File: src/hftx_defines.svh
// offsets, field positions, reset values and timing counts of the frame trigger exposure block
`ifndef HFTX_DEFINES_SVH
`define HFTX_DEFINES_SVH

// ****************************************
// register offsets (byte addresses)
// ****************************************
`define HFTX_ADDR_W           8
`define HFTX_OFS_CTRL         8'h00
`define HFTX_OFS_CMD          8'h04
`define HFTX_OFS_EXPOSURE     8'h08
`define HFTX_OFS_DELAY        8'h0C
`define HFTX_OFS_MIN_EXP      8'h10
`define HFTX_OFS_RATE_PERIOD  8'h14
`define HFTX_OFS_STATUS       8'h18
`define HFTX_OFS_IRQ_STATUS   8'h1C
`define HFTX_OFS_IRQ_MASK     8'h20

// ****************************************
// field positions
// ****************************************
`define HFTX_CTRL_TRIG_EN     0
`define HFTX_CTRL_SRC_SW      1
`define HFTX_CTRL_EDGE_FALL   2
`define HFTX_CTRL_PW_METHOD   3
`define HFTX_CTRL_RATE_GATE   4
`define HFTX_CMD_ARM          0
`define HFTX_CMD_STOP         1
`define HFTX_CMD_SW_TRIG      2
`define HFTX_IRQ_MISSED       0
`define HFTX_IRQ_START        1
`define HFTX_IRQ_END          2
`define HFTX_IRQ_W            3

// ****************************************
// widths and reset values
// ****************************************
`define HFTX_US_W             24
`define HFTX_DELAY_W          20
`define HFTX_DELAY_MAX_US     20'hF4240
`define HFTX_RST_EXPOSURE     24'h000BB8
`define HFTX_RST_MIN_EXP      24'h000BB8
`define HFTX_RST_RATE_PERIOD  24'h004E20
`define HFTX_RST_DELAY        20'h00000

// ****************************************
// timing
// ****************************************
`define HFTX_CLK_PERIOD_NS    8
`define HFTX_US_NS            1000
`define HFTX_TICK_CYCLES      (`HFTX_US_NS / `HFTX_CLK_PERIOD_NS)
`define HFTX_DIV_W            7

`endif

File: src/hftx_pkg.sv
// types of the frame trigger exposure block
`include "hftx_defines.svh"

package hftx_pkg;

  typedef enum logic [1:0] {
    HFTX_ST_IDLE   = 2'b00,
    HFTX_ST_WAIT   = 2'b01,
    HFTX_ST_DELAY  = 2'b10,
    HFTX_ST_EXPOSE = 2'b11
  } hftx_state_t;

  typedef struct packed {
    logic level;
    logic rise;
    logic fall;
  } hftx_edges_t;

  typedef struct packed {
    logic                     trig_en;
    logic                     src_sw;
    logic                     edge_fall;
    logic                     pw_method;
    logic                     rate_gate;
    logic [`HFTX_US_W-1:0]    exposure_us;
    logic [`HFTX_DELAY_W-1:0] delay_us;
    logic [`HFTX_US_W-1:0]    min_exp_us;
    logic [`HFTX_US_W-1:0]    rate_period_us;
  } hftx_cfg_t;

endpackage

File: src/hftx_top.sv
// exposure control for hardware frame start triggering
//
// Operation
// - two methods: timed or pulse width
// - timed exposure lasts programmed duration only
// - timed starts on selected edge
// - edge during exposure dropped, missed event
// - pulse width rising: high to low
// - pulse width length unlimited by duration setting
// - pulse width: minimum planned exposure drives trigger ready
// - microsecond delay before trigger acts
// - delay 0 to 1000000 us, zero none
// - no delay when off or software
// - gate cleared: rate follows trigger edges
// - edge select picks rising or falling
// - leave waiting on start, return after
// - duration in whole microseconds
`timescale 1ns/1ps
`include "hftx_defines.svh"

module hftx_top (
  // clock and reset
  input  wire logic                     clk_in,
  input  wire logic                     rst_in,
  // register port
  input  wire logic [`HFTX_ADDR_W-1:0]  addr_in,
  input  wire logic [31:0]              wdata_in,
  input  wire logic                     wr_in,
  input  wire logic                     rd_in,
  output logic      [31:0]              rdata_out,
  // trigger pin
  input  wire logic                     hw_frame_trigger_input_in,
  // status outputs
  output logic                          frame_trigger_ready_out,
  output logic                          frame_start_out,
  output logic                          irq_out
);
  import hftx_pkg::*;

  typedef struct packed {
    hftx_state_t               state;
    hftx_cfg_t                 cfg;
    logic                      pw_cur;
    logic [`HFTX_DIV_W-1:0]    div;
    logic [`HFTX_US_W-1:0]     elapsed_us;
    logic [`HFTX_DELAY_W-1:0]  delay_cnt;
    logic [`HFTX_US_W-1:0]     pace_us;
    logic                      ready;
    logic                      start;
    logic [`HFTX_IRQ_W-1:0]    irq_status;
    logic [`HFTX_IRQ_W-1:0]    irq_mask;
    logic [31:0]               rdata;
  } hftx_top_state_t;

  localparam logic [`HFTX_DIV_W-1:0] TICK_LAST = `HFTX_DIV_W'(`HFTX_TICK_CYCLES - 1);

  hftx_top_state_t st_ff;
  hftx_top_state_t nxt_st;
  hftx_edges_t     trig;

  // ****************************************
  // trigger pin synchroniser
  // ****************************************
  hftx_trig_sync u_sync (
    .clk_in    (clk_in),
    .rst_in    (rst_in),
    .pin_in    (hw_frame_trigger_input_in),
    .edges_out (trig)
  );

  // ****************************************
  // decoded strobes and trigger terms
  // ****************************************
  logic wr_ctrl;
  logic wr_cmd;
  logic rd_irq;
  logic tick;
  logic act_edge;
  logic act_level;
  logic hw_trig;
  logic sw_trig;
  logic pace_ok;
  logic [`HFTX_US_W-1:0] exp_target;

  assign wr_ctrl   = wr_in && (addr_in == `HFTX_OFS_CTRL);
  assign wr_cmd    = wr_in && (addr_in == `HFTX_OFS_CMD);
  assign rd_irq    = rd_in && (addr_in == `HFTX_OFS_IRQ_STATUS);
  assign tick      = (st_ff.div == TICK_LAST);
  // active edge and level follow the edge select
  assign act_edge  = st_ff.cfg.edge_fall ? trig.fall : trig.rise;
  assign act_level = st_ff.cfg.edge_fall ? ~trig.level : trig.level;
  // hardware edges count only while armed and sourced from the pin
  assign hw_trig   = st_ff.cfg.trig_en && !st_ff.cfg.src_sw && act_edge
                     && (st_ff.state != HFTX_ST_IDLE);
  assign sw_trig   = st_ff.cfg.trig_en && st_ff.cfg.src_sw && wr_cmd
                     && wdata_in[`HFTX_CMD_SW_TRIG];
  // gate cleared: no internal pacing, edges set the rate
  assign pace_ok   = !st_ff.cfg.rate_gate
                     || (st_ff.pace_us >= st_ff.cfg.rate_period_us);
  // zero duration still gives one microsecond
  assign exp_target = (st_ff.cfg.exposure_us == '0) ? `HFTX_US_W'(1) : st_ff.cfg.exposure_us;

  // ****************************************
  // next state
  // ****************************************
  always_comb begin
    logic start_now;
    logic end_now;
    logic missed;
    logic to_delay;
    logic pw_next;
    start_now = 1'b0;
    end_now   = 1'b0;
    missed    = 1'b0;
    to_delay  = 1'b0;
    pw_next   = 1'b0;
    nxt_st    = st_ff;

    // microsecond divider, restarted at each delay or exposure start
    nxt_st.div = tick ? '0 : st_ff.div + `HFTX_DIV_W'(1);

    // pacing counter saturates so a long idle never wraps
    if (tick && (st_ff.pace_us != '1)) begin
      nxt_st.pace_us = st_ff.pace_us + `HFTX_US_W'(1);
    end

    unique case (st_ff.state)
      HFTX_ST_IDLE: begin
        if (wr_cmd && wdata_in[`HFTX_CMD_ARM]) begin
          nxt_st.state = HFTX_ST_WAIT;
        end
      end
      HFTX_ST_WAIT: begin
        if (hw_trig) begin
          if (!pace_ok) begin
            missed = 1'b1;
          end else if (st_ff.cfg.delay_us == '0) begin
            start_now = 1'b1;
            pw_next   = st_ff.cfg.pw_method;
          end else begin
            to_delay  = 1'b1;
          end
        end else if (sw_trig) begin
          // software starts are timed and never delayed
          if (pace_ok) begin
            start_now = 1'b1;
          end else begin
            missed = 1'b1;
          end
        end else if (!st_ff.cfg.trig_en && pace_ok) begin
          // trigger off: free run, delay not applied
          start_now = 1'b1;
        end
      end
      HFTX_ST_DELAY: begin
        if (hw_trig) begin
          missed = 1'b1;
        end
        if (tick) begin
          nxt_st.delay_cnt = st_ff.delay_cnt + `HFTX_DELAY_W'(1);
          if ((st_ff.delay_cnt + `HFTX_DELAY_W'(1)) >= st_ff.cfg.delay_us) begin
            start_now = 1'b1;
            pw_next   = st_ff.cfg.pw_method;
          end
        end
      end
      HFTX_ST_EXPOSE: begin
        if (hw_trig) begin
          missed = 1'b1;
        end
        if (tick && (st_ff.elapsed_us != '1)) begin
          nxt_st.elapsed_us = st_ff.elapsed_us + `HFTX_US_W'(1);
        end
        if (st_ff.pw_cur) begin
          // pulse width: no duration limit, the pin ends it
          end_now = !act_level;
        end else begin
          // timed: pin level ignored
          end_now = tick && ((st_ff.elapsed_us + `HFTX_US_W'(1)) >= exp_target);
        end
      end
    endcase

    if (to_delay) begin
      nxt_st.state     = HFTX_ST_DELAY;
      nxt_st.delay_cnt = '0;
      nxt_st.div       = '0;
    end
    if (start_now) begin
      nxt_st.state      = HFTX_ST_EXPOSE;
      nxt_st.pw_cur     = pw_next;
      nxt_st.elapsed_us = '0;
      nxt_st.div        = '0;
      nxt_st.pace_us    = '0;
    end
    if (end_now) begin
      nxt_st.state = HFTX_ST_WAIT;
    end
    // stop wins over everything and drops an exposure in flight
    if (wr_cmd && wdata_in[`HFTX_CMD_STOP]) begin
      nxt_st.state = HFTX_ST_IDLE;
      // a start killed by stop must not pulse or raise its event
      start_now    = 1'b0;
    end

    nxt_st.start = start_now;

    // pulse width: ready once the shortest planned pulse has passed
    nxt_st.ready = (nxt_st.state == HFTX_ST_WAIT)
                   || ((nxt_st.state == HFTX_ST_EXPOSE) && nxt_st.pw_cur
                       && (nxt_st.elapsed_us >= st_ff.cfg.min_exp_us));

    // ****************************************
    // register writes
    // ****************************************
    if (wr_ctrl) begin
      nxt_st.cfg.trig_en   = wdata_in[`HFTX_CTRL_TRIG_EN];
      nxt_st.cfg.src_sw    = wdata_in[`HFTX_CTRL_SRC_SW];
      nxt_st.cfg.edge_fall = wdata_in[`HFTX_CTRL_EDGE_FALL];
      nxt_st.cfg.pw_method = wdata_in[`HFTX_CTRL_PW_METHOD];
      nxt_st.cfg.rate_gate = wdata_in[`HFTX_CTRL_RATE_GATE];
    end
    if (wr_in) begin
      unique case (addr_in)
        `HFTX_OFS_EXPOSURE: begin
          nxt_st.cfg.exposure_us = wdata_in[`HFTX_US_W-1:0];
        end
        `HFTX_OFS_DELAY: begin
          // out of range values clamp to one second
          if (wdata_in > 32'(`HFTX_DELAY_MAX_US)) begin
            nxt_st.cfg.delay_us = `HFTX_DELAY_MAX_US;
          end else begin
            nxt_st.cfg.delay_us = wdata_in[`HFTX_DELAY_W-1:0];
          end
        end
        `HFTX_OFS_MIN_EXP: begin
          nxt_st.cfg.min_exp_us = wdata_in[`HFTX_US_W-1:0];
        end
        `HFTX_OFS_RATE_PERIOD: begin
          nxt_st.cfg.rate_period_us = wdata_in[`HFTX_US_W-1:0];
        end
        `HFTX_OFS_IRQ_MASK: begin
          nxt_st.irq_mask = wdata_in[`HFTX_IRQ_W-1:0];
        end
        default: begin
        end
      endcase
    end

    // ****************************************
    // interrupt status, set beats read clear
    // ****************************************
    if (rd_irq) begin
      nxt_st.irq_status = '0;
    end
    if (missed) begin
      nxt_st.irq_status[`HFTX_IRQ_MISSED] = 1'b1;
    end
    if (start_now) begin
      nxt_st.irq_status[`HFTX_IRQ_START] = 1'b1;
    end
    if (end_now) begin
      nxt_st.irq_status[`HFTX_IRQ_END] = 1'b1;
    end

    // ****************************************
    // read data, valid the cycle after the strobe
    // ****************************************
    nxt_st.rdata = '0;
    if (rd_in) begin
      unique case (addr_in)
        `HFTX_OFS_CTRL: begin
          nxt_st.rdata[`HFTX_CTRL_TRIG_EN]   = st_ff.cfg.trig_en;
          nxt_st.rdata[`HFTX_CTRL_SRC_SW]    = st_ff.cfg.src_sw;
          nxt_st.rdata[`HFTX_CTRL_EDGE_FALL] = st_ff.cfg.edge_fall;
          nxt_st.rdata[`HFTX_CTRL_PW_METHOD] = st_ff.cfg.pw_method;
          nxt_st.rdata[`HFTX_CTRL_RATE_GATE] = st_ff.cfg.rate_gate;
        end
        `HFTX_OFS_EXPOSURE: begin
          nxt_st.rdata[`HFTX_US_W-1:0] = st_ff.cfg.exposure_us;
        end
        `HFTX_OFS_DELAY: begin
          nxt_st.rdata[`HFTX_DELAY_W-1:0] = st_ff.cfg.delay_us;
        end
        `HFTX_OFS_MIN_EXP: begin
          nxt_st.rdata[`HFTX_US_W-1:0] = st_ff.cfg.min_exp_us;
        end
        `HFTX_OFS_RATE_PERIOD: begin
          nxt_st.rdata[`HFTX_US_W-1:0] = st_ff.cfg.rate_period_us;
        end
        `HFTX_OFS_STATUS: begin
          nxt_st.rdata[1:0] = st_ff.state;
          nxt_st.rdata[2]   = st_ff.ready;
          nxt_st.rdata[3]   = st_ff.pw_cur;
          nxt_st.rdata[4]   = trig.level;
        end
        `HFTX_OFS_IRQ_STATUS: begin
          nxt_st.rdata[`HFTX_IRQ_W-1:0] = st_ff.irq_status;
        end
        `HFTX_OFS_IRQ_MASK: begin
          nxt_st.rdata[`HFTX_IRQ_W-1:0] = st_ff.irq_mask;
        end
        default: begin
        end
      endcase
    end
  end

  // ****************************************
  // state register
  // ****************************************
  always_ff @(posedge clk_in or posedge rst_in) begin
    if (rst_in) begin
      st_ff                    <= '0;
      st_ff.state              <= HFTX_ST_IDLE;
      st_ff.cfg.exposure_us    <= `HFTX_RST_EXPOSURE;
      st_ff.cfg.min_exp_us     <= `HFTX_RST_MIN_EXP;
      st_ff.cfg.rate_period_us <= `HFTX_RST_RATE_PERIOD;
      st_ff.cfg.delay_us       <= `HFTX_RST_DELAY;
    end else begin
      st_ff <= nxt_st;
    end
  end

  // ****************************************
  // outputs
  // ****************************************
  assign rdata_out               = st_ff.rdata;
  assign frame_trigger_ready_out = st_ff.ready;
  assign frame_start_out         = st_ff.start;
  assign irq_out                 = |(st_ff.irq_status & st_ff.irq_mask);

endmodule // hftx_top

File: src/hftx_trig_sync.sv
// two-flop synchroniser and edge detector for the frame trigger pin
`timescale 1ns/1ps
`include "hftx_defines.svh"

module hftx_trig_sync (
  // clock and reset
  input  wire logic                 clk_in,
  input  wire logic                 rst_in,
  // raw pin
  input  wire logic                 pin_in,
  // synchronised level and edges
  output hftx_pkg::hftx_edges_t     edges_out
);
  import hftx_pkg::*;

  typedef struct packed {
    logic meta;
    logic sync;
    logic prev;
  } hftx_sync_state_t;

  hftx_sync_state_t state_ff;
  hftx_sync_state_t nxt_state;

  // ****************************************
  // next state
  // ****************************************
  always_comb begin
    nxt_state      = state_ff;
    nxt_state.meta = pin_in;
    nxt_state.sync = state_ff.meta;
    nxt_state.prev = state_ff.sync;
  end

  always_ff @(posedge clk_in or posedge rst_in) begin
    if (rst_in) begin
      state_ff <= '0;
    end else begin
      state_ff <= nxt_state;
    end
  end

  // edges only from the second and third flop, one pulse per transition
  assign edges_out.level = state_ff.sync;
  assign edges_out.rise  = state_ff.sync & ~state_ff.prev;
  assign edges_out.fall  = ~state_ff.sync & state_ff.prev;

endmodule // hftx_trig_sync

File: config.mk
export PLATFORM = sky130hd
export DESIGN_NAME = hftx_top
export DESIGN_NICKNAME = d
export VERILOG_FILES = /design/src/hftx_pkg.sv /design/src/hftx_top.sv /design/src/hftx_trig_sync.sv
export VERILOG_INCLUDE_DIRS = /design/src
export SDC_FILE = /design/constraint.sdc
export NUM_CORES = 1
export LEC_CHECK = 0
export BUFFER_PORTS_ARGS = -buffer_cell sky130_fd_sc_hd__buf_2
export CORE_MARGIN = 3
export CORE_UTILIZATION = 56
export CTS_CLUSTER_DIAMETER = 80
export DETAILED_ROUTE_END_ITERATION = 7
export PLACE_DENSITY_LB_ADDON = 0.2
export SLEW_MARGIN = 0
export SYNTH_ARGS = -nofsm -noshare
export SYNTH_HDL_FRONTEND = slang
export SYNTH_SLANG_ARGS = --single-unit
File: constraint.sdc
create_clock -name clk_in -period 6.6 [get_ports clk_in]
set_input_delay 0.66 -clock clk_in [delete_from_list [all_inputs] [get_ports clk_in]]
set_output_delay 0.66 -clock clk_in [all_outputs]
set_load 0.03 [all_outputs]
After elaboration in Yosys (flattened, before gate mapping)
Index checks and enable logic that the tools add are counted.
- $add $sub $neg: 4
- multiply operators: 0
- divide/modulo/power cells: 0
- order comparisons: 5
- equality and inequality tests: 16
- shifts and indexed selects: 0
- muxes and demuxes: 56
- bitwise logic cells: 5
- reduce and logical (&&, ||, !) cells: 42
- operators by type and width (kind ; number):
    $mux 24 ; 6
    $mux 20 ; 4
    $ge 24x24->1 ; 3
    $pmux 15 s4 ; 1
    $add 24x1->24 const B ; 2
    $ne 24x24->1 const B ; 2
    $eq 8x5->1 const B ; 4
    $gt 32x20->1 const B ; 1
    $mux 32 ; 1
    $mux 1 ; 29
    $logic_not 24->1 ; 1
    $pmux 3 s8 ; 1
    $add 20x1->20 const B ; 1
    $ge 20x20->1 ; 1
    $logic_not 20->1 ; 1
    $logic_and 1x1->1 ; 17
    $eq 8x4->1 const B ; 2
    $mux 7 ; 2
    $reduce_bool 2->1 ; 7
    $mux 2 ; 6
    $pmux 2 s6 ; 1
    $pmux 4 s3 ; 1
    $reduce_and 2->1 ; 6
    $eq 8x3->1 const B ; 1
    16 further kinds ; 27
- bits in registers: 210
- bits in latches: 0
- memory bits (writable): 0
- ROM bits: 0
- input bits: 45
- output and inout port bits: 35
- word-level logic and storage cells: 153
- memories: 0

Depth between registers and ports, before layout
Gate-level depths: netlist (run 1).
- word-level depth: 15
- mapped depth: 29
- gate-level depth less buffers: 27

Modules after synthesis
A second synthesis (run 1) with hierarchy kept.
- cells, all modules: 1283
- area, all modules: 12455.7 µm²
- by module, submodules not included (module ; instances ; cells an instance ; area an instance (µm²) ; seq. area each (µm²)):
    hftx_top ; 1 ; 1276 ; 12354.3 ; 5203.7
    hftx_trig_sync ; 1 ; 7 ; 101.3 ; 75.1

Least setup slack after synthesis (run 1)
Ideal clock, no wire load.
- path type: flip-flop to flip-flop
- start point: reg st_ff[64] in the netlist's numbering
- end point: reg st_ff (netlist bit frame_trigger_ready_out)
- data arrival time: 5315 ps
- required time: 6536 ps
- path slack: 1221 ps
- stages on the path, launching flop included: 30
- buffers on the path: 3
- clock period less this slack: 5379 ps
- path through: dfrtp_1 > ha_1 > nand3_1 > nor2_1 > and3_1 > and3_1 > and3_1 > and2_1 > buf_2 > nand2_1 > xnor2_1 > ha_1 > nand4_1 > nor3_1 > nand3_1 > o22ai_1 > o31ai_1 > a31oi_2 > buf_2 > buf_2 > nor2_1 > ha_1 > a21o_1 > a211oi_1 > or3_1 > a2111o_1 > o2111ai_1 > o2111ai_1 > a32oi_1 > o21a_1
- RTL lines (what ; RTL line ; RTL):
    start, declared ; hftx_top.sv:57 ; hftx_top_state_t st_ff;
    start signal, assigned ; hftx_top.sv:321 ; st_ff <= nxt_st;

==> flow_metrics.tcl, run 1 <==
set metrics [dict create \
    cell_internal_pwr_w 0.002262 \
    syn_area_per_cell_sq_um 9.888 \
    hold_path.class "input port to flop" \
    first_iter_violations 857 \
    cts_post_setup_buffers_inserted 0 \
    pre_cts_slack_ns 0.7064 \
    timing.setup.tns_ns 0 \
    ctsLongestPathBuffers 3 \
    worst-setup-path-type "flop to flop" \
    first_global_vias 9700 \
    rsz0062_at_grt "false" \
    ys_ff_latch 210 \
    critical_path.max_fanout 26 \
    top_level_ports 80 \
    standard_cell_rows 53 \
    synth_top_area_cells "sky130_fd_sc_hd__dfrtp_1 38%, sky130_fd_sc_hd__ha_1 10%, sky130_fd_sc_hd__mux2_2 6.4%" \
    hold_viol_final 0 \
    pleak_nw 6.602 \
    detailed_place_hpwl_mm 24.82 \
    areaGrowthSynthToFinish_pct 10.33 \
    drc 0 \
    synth_enable_flop_cells 0 \
    core_area_sq_um 21420 \
    yosysWarnings 0 \
    combinational_cell_fraction_of_total_power_pct 10.5 \
    seq_power_share_pct 46.2 \
    critPathArrivalTime_ns 6.41 \
    antenna_found_initial 1 \
    route.detailed.wl_per_inst_um 21.30 \
    largest_net_degree_at_the_start_of_global_routing 104 \
    min_to "u_sync.nxt_state[1]" \
    io_buffer_count 71 \
    drtPass1Iterations 5 \
    critical_path.max_stage_delay_ns 0.42 \
    timing.critical_path.required_ns 7.05 \
    viasPerCell 6.076 \
    h-tree-depth 1 \
    clk_pin_slew_worst_paths_ns 0.06 \
    finish.utilization_pct 63.97 \
    design.die.area_sq_um 24000 \
    grt_pass1_wl_mm 54.21 \
    clock_power_share_pct 43.3 \
    regToRegSetupSlack_ns 0.64 \
    worst_path_max_delay_cell "sky130_fd_sc_hd__dfrtp_1" \
    power_per_cell_area_nw_per_um2 223.2 \
    final_period_minus_worst_setup_slack_ns 5.960 \
    numClockSinks 210 \
    yosys.cell_types.count 65 \
    tritoncts "yes" \
    layout.nets 1456 \
    synthesis.instances 1256 \
    origin_of_the_worst_min_delay_path "hw_frame_trigger_input_in" \
    overflow 0 \
    ys_dominant_reg_cell "sky130_fd_sc_hd__dfrtp_1" \
    setup_slack_ns 0.6397 \
    timing.clock.skew_ns 0.02028 \
    fmax_mhz 167.8 \
    worstSetupStartpointType "flop" \
    cts_inserted_buffers 24 \
    timing.final.max_slew_violations 0 \
    n_antenna_cell 0 \
    synth_largest_area_cell "sky130_fd_sc_hd__dfrtp_1" \
    min_path_cells 1 \
    num_vias 9740 \
    die_w_um 154.9 \
    cts-root-buf "sky130_fd_sc_hd__clkbuf_16" \
    grt_util_all_layers_pct 28.56 \
    synth-seq-area-share_pct 42.50 \
    tightest_slew_ns 0.7289 \
    peakVddDrop_mv 0.2105 \
    period_share_pct 90.31 \
    initial_core_util_pct 57.98 \
    cp-end-kind "flop" \
    drt_wl_total_mm 34.14 \
    drive_above_1_share_pct 17.85 \
    timing.rr.start "st_ff[64]" \
    worstReg2RegEnd "frame_trigger_ready_out" \
    synth_top_area_share_pct 38.48 \
    net_switching_share_of_the_total_power_pct 26.02 \
    outcome "complete, no violations" \
    final_antenna_net_count 0 \
    synthArstFlopShare_pct 100.0 \
    finalSetupViolations 0 \
    ctsHoldBuffers 0 \
    cap_viol_max_count 0 \
    postCtsResizedCells 0 \
    r2r.worst_path.cells 27 \
    timing.slew.headroom_pct 51.41 \
    insertion_delay_ns 0.53 \
    dieHeight_um 154.9 \
    power_switching_w 0.0007956 \
    globalplace.congestion 0.9044 \
    syn_area_sq_um 12420 \
    final.hold.worst_slack_ns 0.2419 \
]
[cell usage after synthesis (8+ instances only)]
| cell type | instances |
|---|---|
| sky130_fd_sc_hd__and2_1 | 11 |
| sky130_fd_sc_hd__inv_1 | 109 |
| sky130_fd_sc_hd__xor2_1 | 66 |
| sky130_fd_sc_hd__a22o_1 | 18 |
| sky130_fd_sc_hd__a21oi_1 | 55 |
| sky130_fd_sc_hd__a21o_1 | 16 |
| sky130_fd_sc_hd__nand4_1 | 23 |
| sky130_fd_sc_hd__mux2_2 | 71 |
| sky130_fd_sc_hd__a22oi_1 | 46 |
| sky130_fd_sc_hd__o21ai_0 | 31 |
| sky130_fd_sc_hd__or3_1 | 8 |
| sky130_fd_sc_hd__nor3_1 | 15 |
| sky130_fd_sc_hd__nor2_1 | 115 |
| sky130_fd_sc_hd__nand2_1 | 97 |
| sky130_fd_sc_hd__dfrtp_1 | 191 |
| sky130_fd_sc_hd__and3_1 | 12 |
| sky130_fd_sc_hd__dfstp_2 | 19 |
| sky130_fd_sc_hd__xnor2_1 | 40 |
| sky130_fd_sc_hd__nand3_1 | 35 |
| sky130_fd_sc_hd__buf_4 | 32 |
| sky130_fd_sc_hd__nor4_1 | 21 |
| sky130_fd_sc_hd__ha_1 | 101 |
| sky130_fd_sc_hd__clkbuf_1 | 27 |
[cells in the final DEF (no fill, tap or decap), types with 19 or more instances in the layout]
master / synthesis / final
sky130_fd_sc_hd__a22oi_1: 46 / 46
sky130_fd_sc_hd__nor2_1: 115 / 114
sky130_fd_sc_hd__inv_1: 109 / 108
sky130_fd_sc_hd__clkbuf_16: 0 / 25
sky130_fd_sc_hd__a21oi_1: 55 / 55
sky130_fd_sc_hd__dfrtp_1: 191 / 191
sky130_fd_sc_hd__nand4_1: 23 / 23
sky130_fd_sc_hd__dfstp_2: 19 / 19
sky130_fd_sc_hd__mux2_2: 71 / 71
sky130_fd_sc_hd__buf_2: 6 / 71
sky130_fd_sc_hd__nand3_1: 35 / 35
sky130_fd_sc_hd__nor4_1: 21 / 21
sky130_fd_sc_hd__o21ai_0: 31 / 31
sky130_fd_sc_hd__xor2_1: 66 / 66
sky130_fd_sc_hd__nand2_1: 97 / 97
sky130_fd_sc_hd__ha_1: 101 / 101
sky130_fd_sc_hd__xnor2_1: 40 / 40
[how the worst max path moves through the flow]
stage	to	startpoint	cells after the start
5_1_grt	frame_trigger_ready_out	st_ff[64]	27
3_5_place_dp	frame_trigger_ready_out	st_ff[64]	27
3_3_place_gp	frame_trigger_ready_out	st_ff[64]	27
4_1_cts	frame_trigger_ready_out	st_ff[64]	27
2_1_floorplan	frame_start_out	rst_in	1
6_report	frame_trigger_ready_out	st_ff[64]	27
[worst max-delay path: cells and delay by family (launching register included)]
kind,cells,cell delay (ns)
buf+inv,1,0.33
fa+ha+maj,3,0.83
xor+xnor,1,0.13
flops,1,0.42
simple gates,12,2.36
compound gates,10,1.79
[metrics by stage]
stage | area (sq um) | instances | power [W]
detailed placement | 12910 | 1559 | 0.001750
floorplan | 12450 | 1263 | 0.001629
finish | 13700 | 1603 | 0.003058
global placement | 12910 | 1559 | 0.001739
global route | 13700 | 1603 | 0.003165
CTS | 13700 | 1603 | 0.003070
[power by group through the flow]
stage          registers, W  logic, W  clock network, W
2_1_floorplan       0.00141  0.000214                 0
3_3_place_gp        0.00143  0.000307                 0
3_5_place_dp        0.00143  0.000316                 0
4_1_cts             0.00141  0.000319           0.00134
5_1_grt             0.00142  0.000356           0.00139
6_report            0.00141  0.000321           0.00132
[routing by layer]
metal	routed length, um	global-route usage, %
met4	1251	10.01
met3	2798	4.868
met1	14620	40.34
met5	0	0
met2	15470	44.85
[registers in the layout, indices dropped and copies added (netlist names)]
| signal | count |
|---|---|
| frame_start_out | 1 |
| frame_trigger_ready_out | 1 |
| rdata_out | 24 |
| u_sync.state_ff | 1 |
| u_sync.edges_out | 1 |
| u_sync.nxt_state | 1 |
| st_ff | 181 |
[layout make-up]
class	count	area, sq um
multi-input combinational	877	6387
clock buffer	42	779.5
fill	1766	7717
sequential	210	5279
timing repair buffer	88	483.0
tap	275	344.1
inverter	109	416.7
clock inverter	2	12.51
[logic make-up (layout without fill, tap and decap cells)]
logic type	after synthesis	count (layout)	share of synthesized area, %
AOI/OAI and AO/OA	214	214	11.80
xor gates and xnor gates	106	106	7.475
adders and majority gates	101	101	10.18
buffers and inverters	176	241	6.468
DFF	210	210	42.50
muxes	73	73	6.599
other	1	8	0.03019
and+or+nand+nor	375	375	14.95
Power figures use the tool's default switching activity.
==> run 2, diff against run 1 <==
CORE_UTILIZATION = 60   (was 56)
clock period = 7.7 ns   (was 6.6 ns; I/O delays follow)
==> flow_metrics.tcl, run 2 (same netlist as run 1, synthesis figures left out) <==
set metrics [dict create \
    outcome "complete, no violations" \
    drive_above_1_share_pct 18.04 \
    top_level_ports 80 \
    dr_wl_met3_mm 2.718 \
    r2r.worst_path.cells 27 \
    num-fill-cells 1554 \
    period_share_pct 78.29 \
    standard_cell_rows 51 \
    stdcell_count 1590 \
    areaGrowthSynthToFinish_pct 10.46 \
    drc 0 \
    flip_flop_count_of_the_largest_register_all_copies_and_words_added 181 \
    n_antenna_cell 0 \
    clk_pin_slew_worst_paths_ns 0.07 \
    dieHeight_um 149.9 \
    core_area_sq_um 19910 \
    first_global_vias 9653 \
    overflow 0 \
    place.detailed.instances 1546 \
    die_w_um 149.9 \
    worstReg2RegEnd "frame_trigger_ready_out" \
    cp-end-kind "flop" \
    timing.clock.skew_ns 0.02124 \
    ctsLongestPathBuffers 3 \
    drtPass1Iterations 5 \
    layout.nets 1453 \
    origin_of_the_worst_min_delay_path "hw_frame_trigger_input_in" \
    pleak_nw 6.617 \
    ctsHoldBuffers 0 \
    top_register "st_ff" \
    final_period_minus_worst_setup_slack_ns 6.028 \
    critical_path.max_fanout 11 \
    worst_path_max_delay_cell "sky130_fd_sc_hd__dfrtp_1" \
    cts_inserted_buffers 24 \
    met2RoutedLength_mm 15.52 \
    cts_post_setup_buffers_inserted 0 \
    regToRegSetupSlack_ns 1.67 \
    cts-root-buf "sky130_fd_sc_hd__clkbuf_16" \
    first_iter_violations 815 \
    num_vias 9719 \
    power_per_cell_area_nw_per_um2 196.4 \
    layout.cells.most_common_list "191 x sky130_fd_sc_hd__dfrtp_1, 114 x sky130_fd_sc_hd__nor2_1, 108 x sky130_fd_sc_hd__inv_1" \
    route.detailed.wl_per_inst_um 21.15 \
    detailed_place_hpwl_mm 23.92 \
    design.die.area_sq_um 22460 \
    pre_cts_slack_ns 1.740 \
    grt_pass1_wl_mm 53.24 \
    critical_path.max_stage_delay_ns 0.42 \
    timing.slew.headroom_pct 37.31 \
    grt_util_all_layers_pct 30.51 \
    tightest_slew_ns 0.9404 \
    critPathArrivalTime_ns 6.48 \
    peakVddDrop_mv 0.2037 \
    globalplace.congestion 0.9465 \
    dpl_cell_area_sq_um 12880 \
    postCtsResizedCells 0 \
    cap_viol_max_count 0 \
    tritoncts "yes" \
    layout_commonest_cell "sky130_fd_sc_hd__dfrtp_1" \
    layout.cell_area.non_filler_sq_um 13720 \
    timing.setup.tns_ns 0 \
    final_antenna_net_count 0 \
    min_path_cells 1 \
    setup_slack_ns 1.672 \
    worstSetupStartpointType "flop" \
    drt_wl_total_mm 33.63 \
    timing.rr.start "st_ff[64]" \
    finalSetupViolations 0 \
    timing.critical_path.required_ns 8.15 \
    min_to "u_sync.nxt_state[1]" \
    numClockSinks 210 \
    worst-setup-path-type "flop to flop" \
    hold_viol_final 0 \
    rsz0062_at_grt "false" \
    antenna_found_initial 0 \
    viasPerCell 6.113 \
    hold_path.class "input port to flop" \
    timing.final.max_slew_violations 0 \
    h-tree-depth 1 \
    largest_net_degree_at_the_start_of_global_routing 141 \
    fmax_mhz 165.9 \
    insertion_delay_ns 0.53 \
    io_buffer_count 71 \
    routed.top_layer "met4" \
    initial_core_util_pct 62.38 \
    met1_wirelength_mm 14.15 \
]
-- run 2: where the power goes --
part	internal, W	switching [W]
Clock	0.000745	0.000461
Sequential	0.00116	0.0000548
Combinational	0.000103	0.000175
Total	0.00200	0.000691
-- run 2: worst max-delay path by stage --
stage                          from                       to  slack, ns  cells after the start
final                     st_ff[64]  frame_trigger_ready_out       1.67                     27
after CTS                 st_ff[64]  frame_trigger_ready_out       1.69                     27
after global routing      st_ff[64]  frame_trigger_ready_out       1.21                     27
after floorplan              rst_in          frame_start_out       1.22                      1
after detailed placement  st_ff[64]  frame_trigger_ready_out       1.74                     27
after global placement    st_ff[64]  frame_trigger_ready_out       1.88                     27
-- run 2: metal layers --
metal	global-route usage, %	vias to the layer above
met5	0	-
met4	10.02	0
met3	5.482	89
met2	48.64	402
met1	42.46	4763
li1	-	4465
-- run 2: cell type report --
class / count / area (sq um) / area share [%]
Tap cell: 265 / 331.6 / 2.417
Timing Repair Buffer: 85 / 460.4 / 3.356
Inverter: 109 / 416.7 / 3.037
Sequential cell: 210 / 5279 / 38.48
Clock buffer: 31 / 668.1 / 4.870
Multi-Input combinational cell: 877 / 6395 / 46.62
Clock inverter: 13 / 167.7 / 1.222
-- run 2: through the flow --
| step | power (W) | hold WS [ns] | util [%] |
|---|---|---|---|
| after global placement | 0.001492 | 0.3323 | 64.71 |
| final | 0.002695 | 0.3510 | 68.90 |
| after detailed placement | 0.001502 | 0.3420 | 64.71 |
| after floorplan | 0.001396 | 0.3312 | - |
| after global routing | 0.002783 | 0.3570 | 68.90 |
| after CTS | 0.002702 | 0.3444 | 68.90 |
-- run 2: worst max-delay path: cells and delay by family, from the launching register on --
kind	cells	cell delay [ns]
AOI/OAI and AO/OA	10	2.03
xor gates and xnor gates	1	0.14
adders and majority gates	3	0.81
DFF	1	0.42
and+or+nand+nor	13	2.57
